===== src/hdl/dwss_map.vh =====
// Purpose: Constants for the dual wiper setting store
// Assumes: Included by the setting store design file and the bench; the line synchroniser does not use it
// Notes: Definitions only
//
// How it works
// - Each channel has its own 8-bit wiper register that alone picks the tap.
// - All 256 wiper codes map one-to-one onto 256 tap selects.
// - Four 8-bit stored setting registers belong to each wiper register.
// - After reset each wiper loads its channel's first stored setting unprompted.
// - Apart from reset and its recall, wiper and stored settings change only through host writes on the serial port.
// - Every transfer is timed by the host's serial clock; the device only samples it.
// - Data line is only pulled low or released, never driven high.
// - Four address straps form part of the slave address, sixteen devices per bus.
// - Only an address matching the straps is acknowledged; others are ignored.
// - Write guard low refuses stored setting writes but allows wiper writes.
// - Write guard high or floating allows all reads and writes.
`ifndef DWSS_MAP_VH
`define DWSS_MAP_VH

// ----------------------------------------
// Slave address byte: {family, straps}
// ----------------------------------------
`define DWSS_FAMILY_ID 4'h5
`define DWSS_ADDR_FAM_HI 7
`define DWSS_ADDR_FAM_LO 4

// ----------------------------------------
// Command byte fields
// ----------------------------------------
`define DWSS_CMD_READ 7
`define DWSS_CMD_STORE 6
`define DWSS_CMD_CHAN 4
`define DWSS_CMD_IDX_HI 1
`define DWSS_CMD_IDX_LO 0

// ----------------------------------------
// Register layout and values
// ----------------------------------------
`define DWSS_CHANNELS 2
`define DWSS_SETTINGS 4
`define DWSS_DATA_W 8
`define DWSS_TAPS 256
`define DWSS_STORE_INIT 8'h80
`define DWSS_WIPER_RST 8'h00

`endif


===== src/hdl/dwss_line_sync.v =====
// Purpose: Synchronise serial clock and data, find edges and bus conditions
// Assumes: Pins are asynchronous to core_clk, serial clock far slower
// Notes: Stage one of each synchroniser feeds only stage two
`timescale 1ns/1ps

module dwss_line_sync (
  input wire core_clk,
  input wire rst,
  input wire sclPin,
  input wire sdaPin,
  output wire sdaLevel,
  output wire sclRise,
  output wire sclFall,
  output wire startSeen,
  output wire stopSeen
);

  reg [1:0] sclMeta;
  reg [1:0] sdaMeta;
  reg sclLast;
  reg sdaLast;

  // ----------------------------------------
  // Two-stage synchronisers plus history
  // ----------------------------------------
  always @(posedge core_clk) begin
    if (rst) begin
      sclMeta <= 2'h3;
      sdaMeta <= 2'h3;
      sclLast <= 1'b1;
      sdaLast <= 1'b1;
    end else begin
      sclMeta <= {sclMeta[0], sclPin};
      sdaMeta <= {sdaMeta[0], sdaPin};
      sclLast <= sclMeta[1];
      sdaLast <= sdaMeta[1];
    end
  end

  assign sdaLevel = sdaMeta[1];
  assign sclRise = sclMeta[1] & ~sclLast;
  assign sclFall = ~sclMeta[1] & sclLast;
  assign startSeen = sclMeta[1] & sclLast & sdaLast & ~sdaMeta[1];
  assign stopSeen = sclMeta[1] & sclLast & ~sdaLast & sdaMeta[1];

endmodule // dwss_line_sync


===== src/hdl/dwss_setting_store.v =====
// Purpose: Dual wiper registers with stored settings behind a 2-wire slave
// Assumes: Host frames: START, address byte, command byte, then one data byte
// Notes: Stored array survives rst, standing in for nonvolatile cells
`timescale 1ns/1ps
`include "dwss_map.vh"

module dwss_setting_store #(
  parameter [3:0] FAMILY_ID = `DWSS_FAMILY_ID,
  parameter [7:0] STORE_INIT = `DWSS_STORE_INIT
) (
  input wire core_clk,
  input wire rst,
  input wire sclPin,
  input wire sdaPin,
  output wire sdaOut,
  output reg sdaOeN,
  input wire [3:0] busSelectStrap,
  input wire writeGuardN,
  output reg [7:0] wiperPosition0,
  output reg [7:0] wiperPosition1,
  output reg [255:0] tapSelect0,
  output reg [255:0] tapSelect1,
  output reg recallBusy
);

  localparam [3:0] ST_IDLE = 4'h0;
  localparam [3:0] ST_ADDR = 4'h1;
  localparam [3:0] ST_CMD = 4'h2;
  localparam [3:0] ST_WDATA = 4'h3;
  localparam [3:0] ST_ACK = 4'h4;
  localparam [3:0] ST_RDATA = 4'h5;
  localparam [3:0] ST_RACK = 4'h6;
  localparam [3:0] ST_WAIT = 4'h7;

  // ----------------------------------------
  // Storage
  // ----------------------------------------
  reg [7:0] storedSetting [0:7];
  integer i;
  initial begin
    for (i = 0; i < 8; i = i + 1) begin
      storedSetting[i] = STORE_INIT;
    end
  end

  function [255:0] tapDecode;
    input [7:0] code;
    begin
      tapDecode = {{255{1'b0}}, 1'b1} << code;
    end
  endfunction

  function [2:0] storeIndex;
    input chan;
    input [1:0] idx;
    begin
      storeIndex = {chan, idx};
    end
  endfunction

  // ----------------------------------------
  // Pin sampling
  // ----------------------------------------
  wire sdaLevel;
  wire sclRise;
  wire sclFall;
  wire startSeen;
  wire stopSeen;
  reg [3:0] strapMeta;
  reg [3:0] strapSync;
  reg [1:0] guardMeta;

  dwss_line_sync lineSync (
    .core_clk(core_clk),
    .rst(rst),
    .sclPin(sclPin),
    .sdaPin(sdaPin),
    .sdaLevel(sdaLevel),
    .sclRise(sclRise),
    .sclFall(sclFall),
    .startSeen(startSeen),
    .stopSeen(stopSeen)
  );

  always @(posedge core_clk) begin
    if (rst) begin
      strapMeta <= 4'h0;
      strapSync <= 4'h0;
      guardMeta <= 2'h3;
    end else begin
      strapMeta <= busSelectStrap;
      strapSync <= strapMeta;
      guardMeta <= {guardMeta[0], writeGuardN};
    end
  end

  wire guardOpen = guardMeta[1];

  // ----------------------------------------
  // Serial protocol engine
  // ----------------------------------------
  reg [3:0] state;
  reg [3:0] ackNext;
  reg [2:0] bitCnt;
  reg [7:0] shiftIn;
  reg [7:0] txByte;
  reg ackGive;
  reg ackHeld;
  reg cmdRead;
  reg cmdStore;
  reg cmdChan;
  reg [1:0] cmdIdx;
  reg storeWrite;
  reg [2:0] storeAddr;
  reg [7:0] storeData;

  wire [7:0] byteIn = {shiftIn[6:0], sdaLevel};
  wire byteDone = sclRise && (bitCnt == 3'h7);
  wire [7:0] wiperSel = byteIn[`DWSS_CMD_CHAN] ? wiperPosition1 : wiperPosition0;
  wire [7:0] storeSel = storedSetting[storeIndex(byteIn[`DWSS_CMD_CHAN],
                                                 byteIn[`DWSS_CMD_IDX_HI:`DWSS_CMD_IDX_LO])];

  assign sdaOut = 1'b0;

  always @(posedge core_clk) begin
    storeWrite <= 1'b0;
    if (rst) begin
      state <= ST_IDLE;
      ackNext <= ST_IDLE;
      bitCnt <= 3'h0;
      shiftIn <= 8'h00;
      txByte <= 8'h00;
      ackGive <= 1'b0;
      ackHeld <= 1'b0;
      cmdRead <= 1'b0;
      cmdStore <= 1'b0;
      cmdChan <= 1'b0;
      cmdIdx <= 2'h0;
      sdaOeN <= 1'b1;
      storeAddr <= 3'h0;
      storeData <= 8'h00;
      wiperPosition0 <= `DWSS_WIPER_RST;
      wiperPosition1 <= `DWSS_WIPER_RST;
      recallBusy <= 1'b1;
    end else if (recallBusy) begin
      // Wait out recall so a frame cannot race the load
      wiperPosition0 <= storedSetting[storeIndex(1'b0, 2'h0)];
      wiperPosition1 <= storedSetting[storeIndex(1'b1, 2'h0)];
      recallBusy <= 1'b0;
    end else if (startSeen) begin
      state <= ST_ADDR;
      bitCnt <= 3'h0;
      ackHeld <= 1'b0;
      sdaOeN <= 1'b1;
    end else if (stopSeen) begin
      state <= ST_IDLE;
      sdaOeN <= 1'b1;
    end else begin
      case (state)
        ST_ADDR, ST_CMD, ST_WDATA: begin
          if (sclRise) begin
            shiftIn <= byteIn;
            bitCnt <= bitCnt + 3'h1;
          end
          if (byteDone) begin
            state <= ST_ACK;
            ackHeld <= 1'b0;
            ackGive <= 1'b1;
            if (state == ST_ADDR) begin
              if (byteIn[`DWSS_ADDR_FAM_HI:`DWSS_ADDR_FAM_LO] == FAMILY_ID &&
                  byteIn[3:0] == strapSync) begin
                ackNext <= ST_CMD;
              end else begin
                state <= ST_WAIT;
              end
            end else if (state == ST_CMD) begin
              cmdRead <= byteIn[`DWSS_CMD_READ];
              cmdStore <= byteIn[`DWSS_CMD_STORE];
              cmdChan <= byteIn[`DWSS_CMD_CHAN];
              cmdIdx <= byteIn[`DWSS_CMD_IDX_HI:`DWSS_CMD_IDX_LO];
              txByte <= byteIn[`DWSS_CMD_STORE] ? storeSel : wiperSel;
              ackNext <= byteIn[`DWSS_CMD_READ] ? ST_RDATA : ST_WDATA;
            end else begin
              ackNext <= ST_WAIT;
              if (cmdStore) begin
                if (guardOpen) begin
                  storeWrite <= 1'b1;
                  storeAddr <= storeIndex(cmdChan, cmdIdx);
                  storeData <= byteIn;
                end else begin
                  ackGive <= 1'b0;
                end
              end else if (cmdChan) begin
                wiperPosition1 <= byteIn;
              end else begin
                wiperPosition0 <= byteIn;
              end
            end
          end
        end
        ST_ACK: begin
          if (sclFall) begin
            if (!ackHeld) begin
              ackHeld <= 1'b1;
              sdaOeN <= ~ackGive;
            end else begin
              ackHeld <= 1'b0;
              bitCnt <= 3'h0;
              state <= ackNext;
              // Read data goes out on the same falling edge that ends the ack
              sdaOeN <= (ackNext == ST_RDATA) ? txByte[7] : 1'b1;
            end
          end
        end
        ST_RDATA: begin
          if (sclRise) begin
            bitCnt <= bitCnt + 3'h1;
            if (bitCnt == 3'h7) begin
              state <= ST_RACK;
            end
          end
          if (sclFall) begin
            sdaOeN <= txByte[3'h7 - bitCnt];
          end
        end
        ST_RACK: begin
          // Release for the host's ack; one byte per frame
          if (sclFall) begin
            sdaOeN <= 1'b1;
            state <= ST_WAIT;
          end
        end
        ST_IDLE, ST_WAIT: begin
          sdaOeN <= 1'b1;
        end
        default: begin
          state <= ST_IDLE;
          sdaOeN <= 1'b1;
        end
      endcase
    end
  end

  // ----------------------------------------
  // Stored settings and tap decode
  // ----------------------------------------
  always @(posedge core_clk) begin
    if (storeWrite) begin
      storedSetting[storeAddr] <= storeData;
    end
  end

  always @(posedge core_clk) begin
    if (rst) begin
      tapSelect0 <= {256{1'b0}};
      tapSelect1 <= {256{1'b0}};
    end else begin
      tapSelect0 <= tapDecode(wiperPosition0);
      tapSelect1 <= tapDecode(wiperPosition1);
    end
  end

endmodule // dwss_setting_store


===== config.mk =====
export PLATFORM = sky130hd
export DESIGN_NAME = dwss_setting_store
export DESIGN_NICKNAME = d
export VERILOG_FILES = /design/src/hdl/dwss_line_sync.v /design/src/hdl/dwss_setting_store.v
export VERILOG_INCLUDE_DIRS = /design/src /design/src/hdl
export SDC_FILE = /design/constraint.sdc
export NUM_CORES = 1
export LEC_CHECK = 0
export BUFFER_PORTS_ARGS = -buffer_cell sky130_fd_sc_hd__buf_2
export CORE_MARGIN = 8
export CORE_UTILIZATION = 42
export DETAILED_ROUTE_END_ITERATION = 10
export HOLD_SLACK_MARGIN = 0.03
export PLACE_DENSITY = 0.63
export SYNTH_ARGS = -nofsm -noshare
export SYNTH_HDL_FRONTEND = slang
export SYNTH_HIERARCHICAL = 1
export SYNTH_SLANG_ARGS = --single-unit

===== constraint.sdc =====
create_clock -name core_clk -period 4.85 [get_ports core_clk]
set_input_delay 0.97 -clock core_clk [delete_from_list [all_inputs] [get_ports core_clk]]
set_output_delay 0.97 -clock core_clk [all_outputs]
set_load 0.02 [all_outputs]

After elaboration in Yosys (flattened, before gate mapping)
Memories as Yosys holds them, arrays and structs flattened.
Index checks and enable logic that the tools add are counted.

operators by class
  $add $sub $neg = 2
  multiply operators = 0
  divide/modulo/power cells = 0
  magnitude comparators = 1
  eq/ne operators = 32
  shifts and indexed selects = 2
  muxes and demuxes = 64
  bitwise logic cells = 20
  reduce and logical (&&, ||, !) cells = 23

operators with widths
  operator                 count
  $shl A1 B8 Y256 const A  2
  $mux W8                  20
  $mux W4                  10
  $eq A4 B3 Y1 const B     6
  $reduce_and A8 Y1        3
  $mux W3                  7
  $mux W1                  20
  $pmux W4 S5              1
  $reduce_and A5 Y1        4
  $ne A4 B2 Y1 const B     4
  $not A1 Y1               13
  $ne A2 B2 Y1 const B     6
  $ne A3 B1 Y1 const B     4
  $ne A4 B1 Y1 const B     3
  $reduce_and A6 Y1        2
  $reduce_and A9 Y1        1
  $reduce_or A9 Y1         1
  $eq A4 B2 Y1 const B     2
  $and A1 B1 Y1            7
  $reduce_and A7 Y1        1
  $ne A3 B2 Y1 const B     2
  $pmux W3 S2              1
  $reduce_bool A2 Y1       3
  $reduce_bool A3 Y1       2
  16 further kinds         19

word-level totals
  bits in registers = 590
  latch bits = 0
  RAM bits = 64
  ROM bits = 0
  output and inout port bits = 531
  memories = 1

memories
  memory         depth  width  read ports  clocked after Yosys merged registers in  write ports  RTL line                 source
  storedSetting  8      8      3           0                                        1            dwss_setting_store.v:38  reg [7:0] storedSetting [0:7];

Longest topological paths before layout
  depth after elaboration = 9
  depth in mapped cells = 7
  depth with buffers taken out = 6

Hierarchy
Netlist, hierarchy kept.

modules (own cells, without submodules)
  module              times used  cells an instance  area each (µm²)  seq. area each (µm²)
  dwss_setting_store  1           1,716              18,904.4         13,573.0
  dwss_line_sync      1           16                 190.2            120.1

Worst setup path before layout
Ideal clock, no wire load.

  path kind = input -> register
  from = input port rst
  to = register wiperPosition0[0]
  data arrival time = 2,069 ps
  required time = 4,712 ps
  path slack = 2,644 ps
  stages on the path = 5
  cells stage by stage = clkbuf_1 > clkbuf_1 > buf_1 > clkbuf_1 > a211oi_1

RTL lines
  item                  RTL line                  source
  from (decl)           dwss_setting_store.v:12   input wire rst,
  to (signal assigned)  dwss_setting_store.v:142  wiperPosition0 <= `DWSS_WIPER_RST;
  to (signal assigned)  dwss_setting_store.v:147  wiperPosition0 <= storedSetting[storeIndex(1'b0, 2'h0)];
  to (signal assigned)  dwss_setting_store.v:196  wiperPosition0 <= byteIn;
  to (decl)             dwss_setting_store.v:19   output reg [7:0] wiperPosition0,

No word-level cell between the ends.

Worst setup path after layout
  from = register lineSync.sdaMeta[1]
  to = register storeData[5]

on the way
  word-level cells in the longest chain between the ends = 4
  elaborated cells on any way between the ends = 6

RTL lines
  item                                RTL line                  source
  from (decl)                         dwss_line_sync.v:19       reg [1:0] sdaMeta;
  from (signal assigned)              dwss_line_sync.v:34       sdaMeta <= {sdaMeta[0], sdaPin};
  $not A1 Y1                          dwss_line_sync.v:43       assign startSeen = sclMeta[1] & sclLast & sdaLast & ~sdaMeta[1];
  $and A1 B1 Y1                       dwss_line_sync.v:43
  named net startSeen                 dwss_setting_store.v:67   wire startSeen;
  $not A1 Y1 (no source line)         --
  $reduce_and A9 Y1 (no source line)  --
  to (signal assigned)                dwss_setting_store.v:189  storeData <= byteIn;
  to (decl)                           dwss_setting_store.v:115  reg [7:0] storeData;

The timed path passes the listed nets, and every way through them passes these cells.
A chain may end at the register's enable or synchronous reset.

==> results.cfg <==
[status]
status = finished clean

[global_routing]
grt.overflow.total = 0
grt_pass1_wl_um = 92800
grt_start_max_net_pins = 46
antenna_found_initial = 0
grtUsageTotal = 0.227
grt_pass1_vias = 14200

[layout]
fillers = 3997
fin_nets = 2281
drive_gt1_frac = 0.293
antenna_cells = 0
syn_to_final_growth_pct = 27.4
post-route-util = 0.540
fin_cells = 2916

[critical_path]
crit_required_ps = 5310
cp.arrival_ps = 3370
start_kind = flop
end_kind = flop
criticalPathCategory = reg -> reg
reg2reg_slack_ps = 1930
crit_fanout = 25

[run]
maxCapViolations = 0

[clock_tree]
hold_buffers = 0
cts_setup_buffers = 0
cts_tree = yes
clockRootBuffer = clkbuf_16
clkSinkCount = 652
ctsResizeCount = 0
h-tree-depth = 3
clkLatencyLatePin_ps = 580
clk_pin_slew_ps = 60
cts_buffer_depth = 3
cts-buffers-inserted = 66

[detailed_routing]
drc = 0
antenna_left = 0
num_vias = 14300
routed_wl_um = 62600
first_iter_violations = 814
dr.pass1.iters = 5
routedWlPerCell_um = 21.5
viasPerCell = 4.90

[yosys]
synth-compound-area-share = 0.0290
synth_top_family_by_area = simple AND/OR/NAND/NOR gates
synthMuxAreaShare = 0.0486
syn_inst = 1732
async_reset_ff_frac = 0
ys_seq_elements = 652
yosys.area_share.simple = 0.182
yosysSeqAreaShare = 0.717
syn-num-nets = 1743
synth_area_sq_um = 19100
synthFlopType = dfxtp_1
synth_edf_count = 64
syn_area_per_cell_sq_um = 11.0
synth-xor-area-share = 0.00183
yosys_warnings = 6
synth.distinct_cells = 59
synth_fa_ha_area_frac = 0.00131

[place]
io_buffers = 538
post-place-cells = 2802
dp_slack_ps = 1930
place.gp.congestion = 0.887
hpwl_um = 46700

[sta]
maxSlewHeadroom = 0.308
skew_ps = 21.5
max_freq_mhz = 343
setup_viol = 0
layout_setup_ws_ps = 1930
fin_tns_setup_ps = 0
hold_viol = 0
tightest_slew_ps = 1030
fin_crit_ps = 2920
drv_slew = 0
rsz0062_at_grt = false
period_share = 0.601

[power]
p_per_area_nw_per_um2 = 434
switching_share = 0.216
intPower_w = 0.00828
p_leak_nw = 10.7
p_total_w = 0.0106
pwr-share-comb = 0.026
ir_worst_vdd_mv = 0.287
power.share.clock = 0.454
p_sw_w = 0.00227
pwr-share-seq = 0.520

[floorplan]
die_w_um = 229
fp.dieH_um = 229
die_area_sq_um = 52500
ios = 540
fp-row-count = 78
core-area_sq_um = 45100
initial_core_util = 0.423

[hold_path]
hp-class = reg -> reg
-- per-layer routing --
layer	track usage	vias up	wire (um)
li1	-	6673	-
met3	0.0497	113	3620
met5	0	-	0
met2	0.406	505	32300
met1	0.262	6995	24600
met4	0.0889	0	2100
-- power groups by stage --
stage	sequential (W)	clock, W	combinational, W
2_1_floorplan	0.00561	0	0.000165
3_3_place_gp	0.00561	0	0.000269
3_5_place_dp	0.00561	0	0.000272
4_1_cts	0.00549	0.00486	0.000274
5_1_grt	0.00549	0.00510	0.000294
6_report	0.00549	0.00479	0.000272
-- final timing paths --
check / startpoint / end / cells past startpoint
hold reg to reg: guardMeta[0]$_SDFF_PP1_ / guardMeta[1]$_SDFF_PP1_ / 1
setup / recovery: lineSync/sdaMeta[1]$_SDFF_PP1_ / storeData[5]$_SDFFE_PP0P_ / 6
hold / removal: guardMeta[0]$_SDFF_PP1_ / guardMeta[1]$_SDFF_PP1_ / 1
setup reg to reg: lineSync/sdaMeta[1]$_SDFF_PP1_ / storeData[5]$_SDFFE_PP0P_ / 6
-- cell type report --
cell class                 instances  area (sq um)  share of cell area
tap                              600           751              0.0308
timing repair buffer             552          2800               0.115
clock inverter                    23           171             0.00704
sequential                       652         13700               0.563
inverter                           9          33.8             0.00139
clock buffer                      91          1870              0.0767
multi-input combinational        989          5020               0.206
-- Yosys cell counts (all sizes together) (2+ instances only) --
cell type | instances | share of area
xnor2 | 4 | 0.0018
or2 | 9 | 0.0029
nand3b | 2 | 0.00079
o41ai | 2 | 0.00092
nand2b | 17 | 0.0056
clkbuf | 64 | 0.013
mux4 | 18 | 0.021
inv | 8 | 0.0016
a221oi | 2 | 0.00092
nand2 | 106 | 0.021
buf | 18 | 0.0055
nor3b | 3 | 0.0012
nand4b | 2 | 0.00092
nand3 | 36 | 0.0094
o311ai | 2 | 0.00092
o32ai | 2 | 0.00092
nand4 | 4 | 0.0013
nor4 | 3 | 0.0021
dfxtp | 588 | 0.62
nor2 | 589 | 0.12
edfxtp | 64 | 0.10
o21bai | 8 | 0.0031
a211oi | 19 | 0.0075
nor3 | 11 | 0.0029
or3 | 5 | 0.0019
o21ai | 5 | 0.0013
and4b | 3 | 0.0016
a21oi | 16 | 0.0042
nor2b | 30 | 0.0098
a21o | 4 | 0.0016
mux2i | 51 | 0.027
and2 | 9 | 0.0029
a31oi | 8 | 0.0026
ha | 2 | 0.0013
-- placed cells by master (no fill, tap or decap), drive strengths merged, types with 16 or more instances in the layout --
master    n
a211oi   19
a21oi    16
buf     552
clkbuf   91
dfxtp   588
edfxtp   64
mux2i    51
mux4     18
nand2   106
nand2b   17
nand3    36
nor2    589
nor2b    30
-- kinds of logic after synthesis --
group / count (synthesis)
DFF: 652
xor gates and xnor gates: 4
other: 1
buffers and inverters: 91
AOI/OAI and AO/OA: 78
muxes: 70
and+or+nand+nor: 834
adders and majority gates: 2
-- through the flow --
stage                     hold slack (ps)  instance area [sq um]
after detailed placement              421                  22300
after global routing                  447                  24300
after CTS                             434                  24300
final                                 417                  24300
after floorplan                       383                  19100
after global placement                429                  22300
-- sequential cells by signal (all words and copies together) (netlist names), 2 cells and up --
name              count
bitCnt                3
storeData             8
lineSync/sdaMeta      2
strapSync             4
state                 3
lineSync/sclMeta      2
cmdIdx                2
wiperPosition1        8
ackNext               3
strapMeta             4
tapSelect1          256
tapSelect0          256
storeAddr             3
guardMeta             2
txByte                8
storedSetting        64
shiftIn               7
wiperPosition0        8
-- critical path, cell delays in order, from the launching register on --
cell	delay, ps
dfxtp_1	310
buf_4	380
and4b_1	340
or3_1	480
nor4_4	930
mux2i_1	290
nor2_1	50
Power figures use the tool's default switching activity.
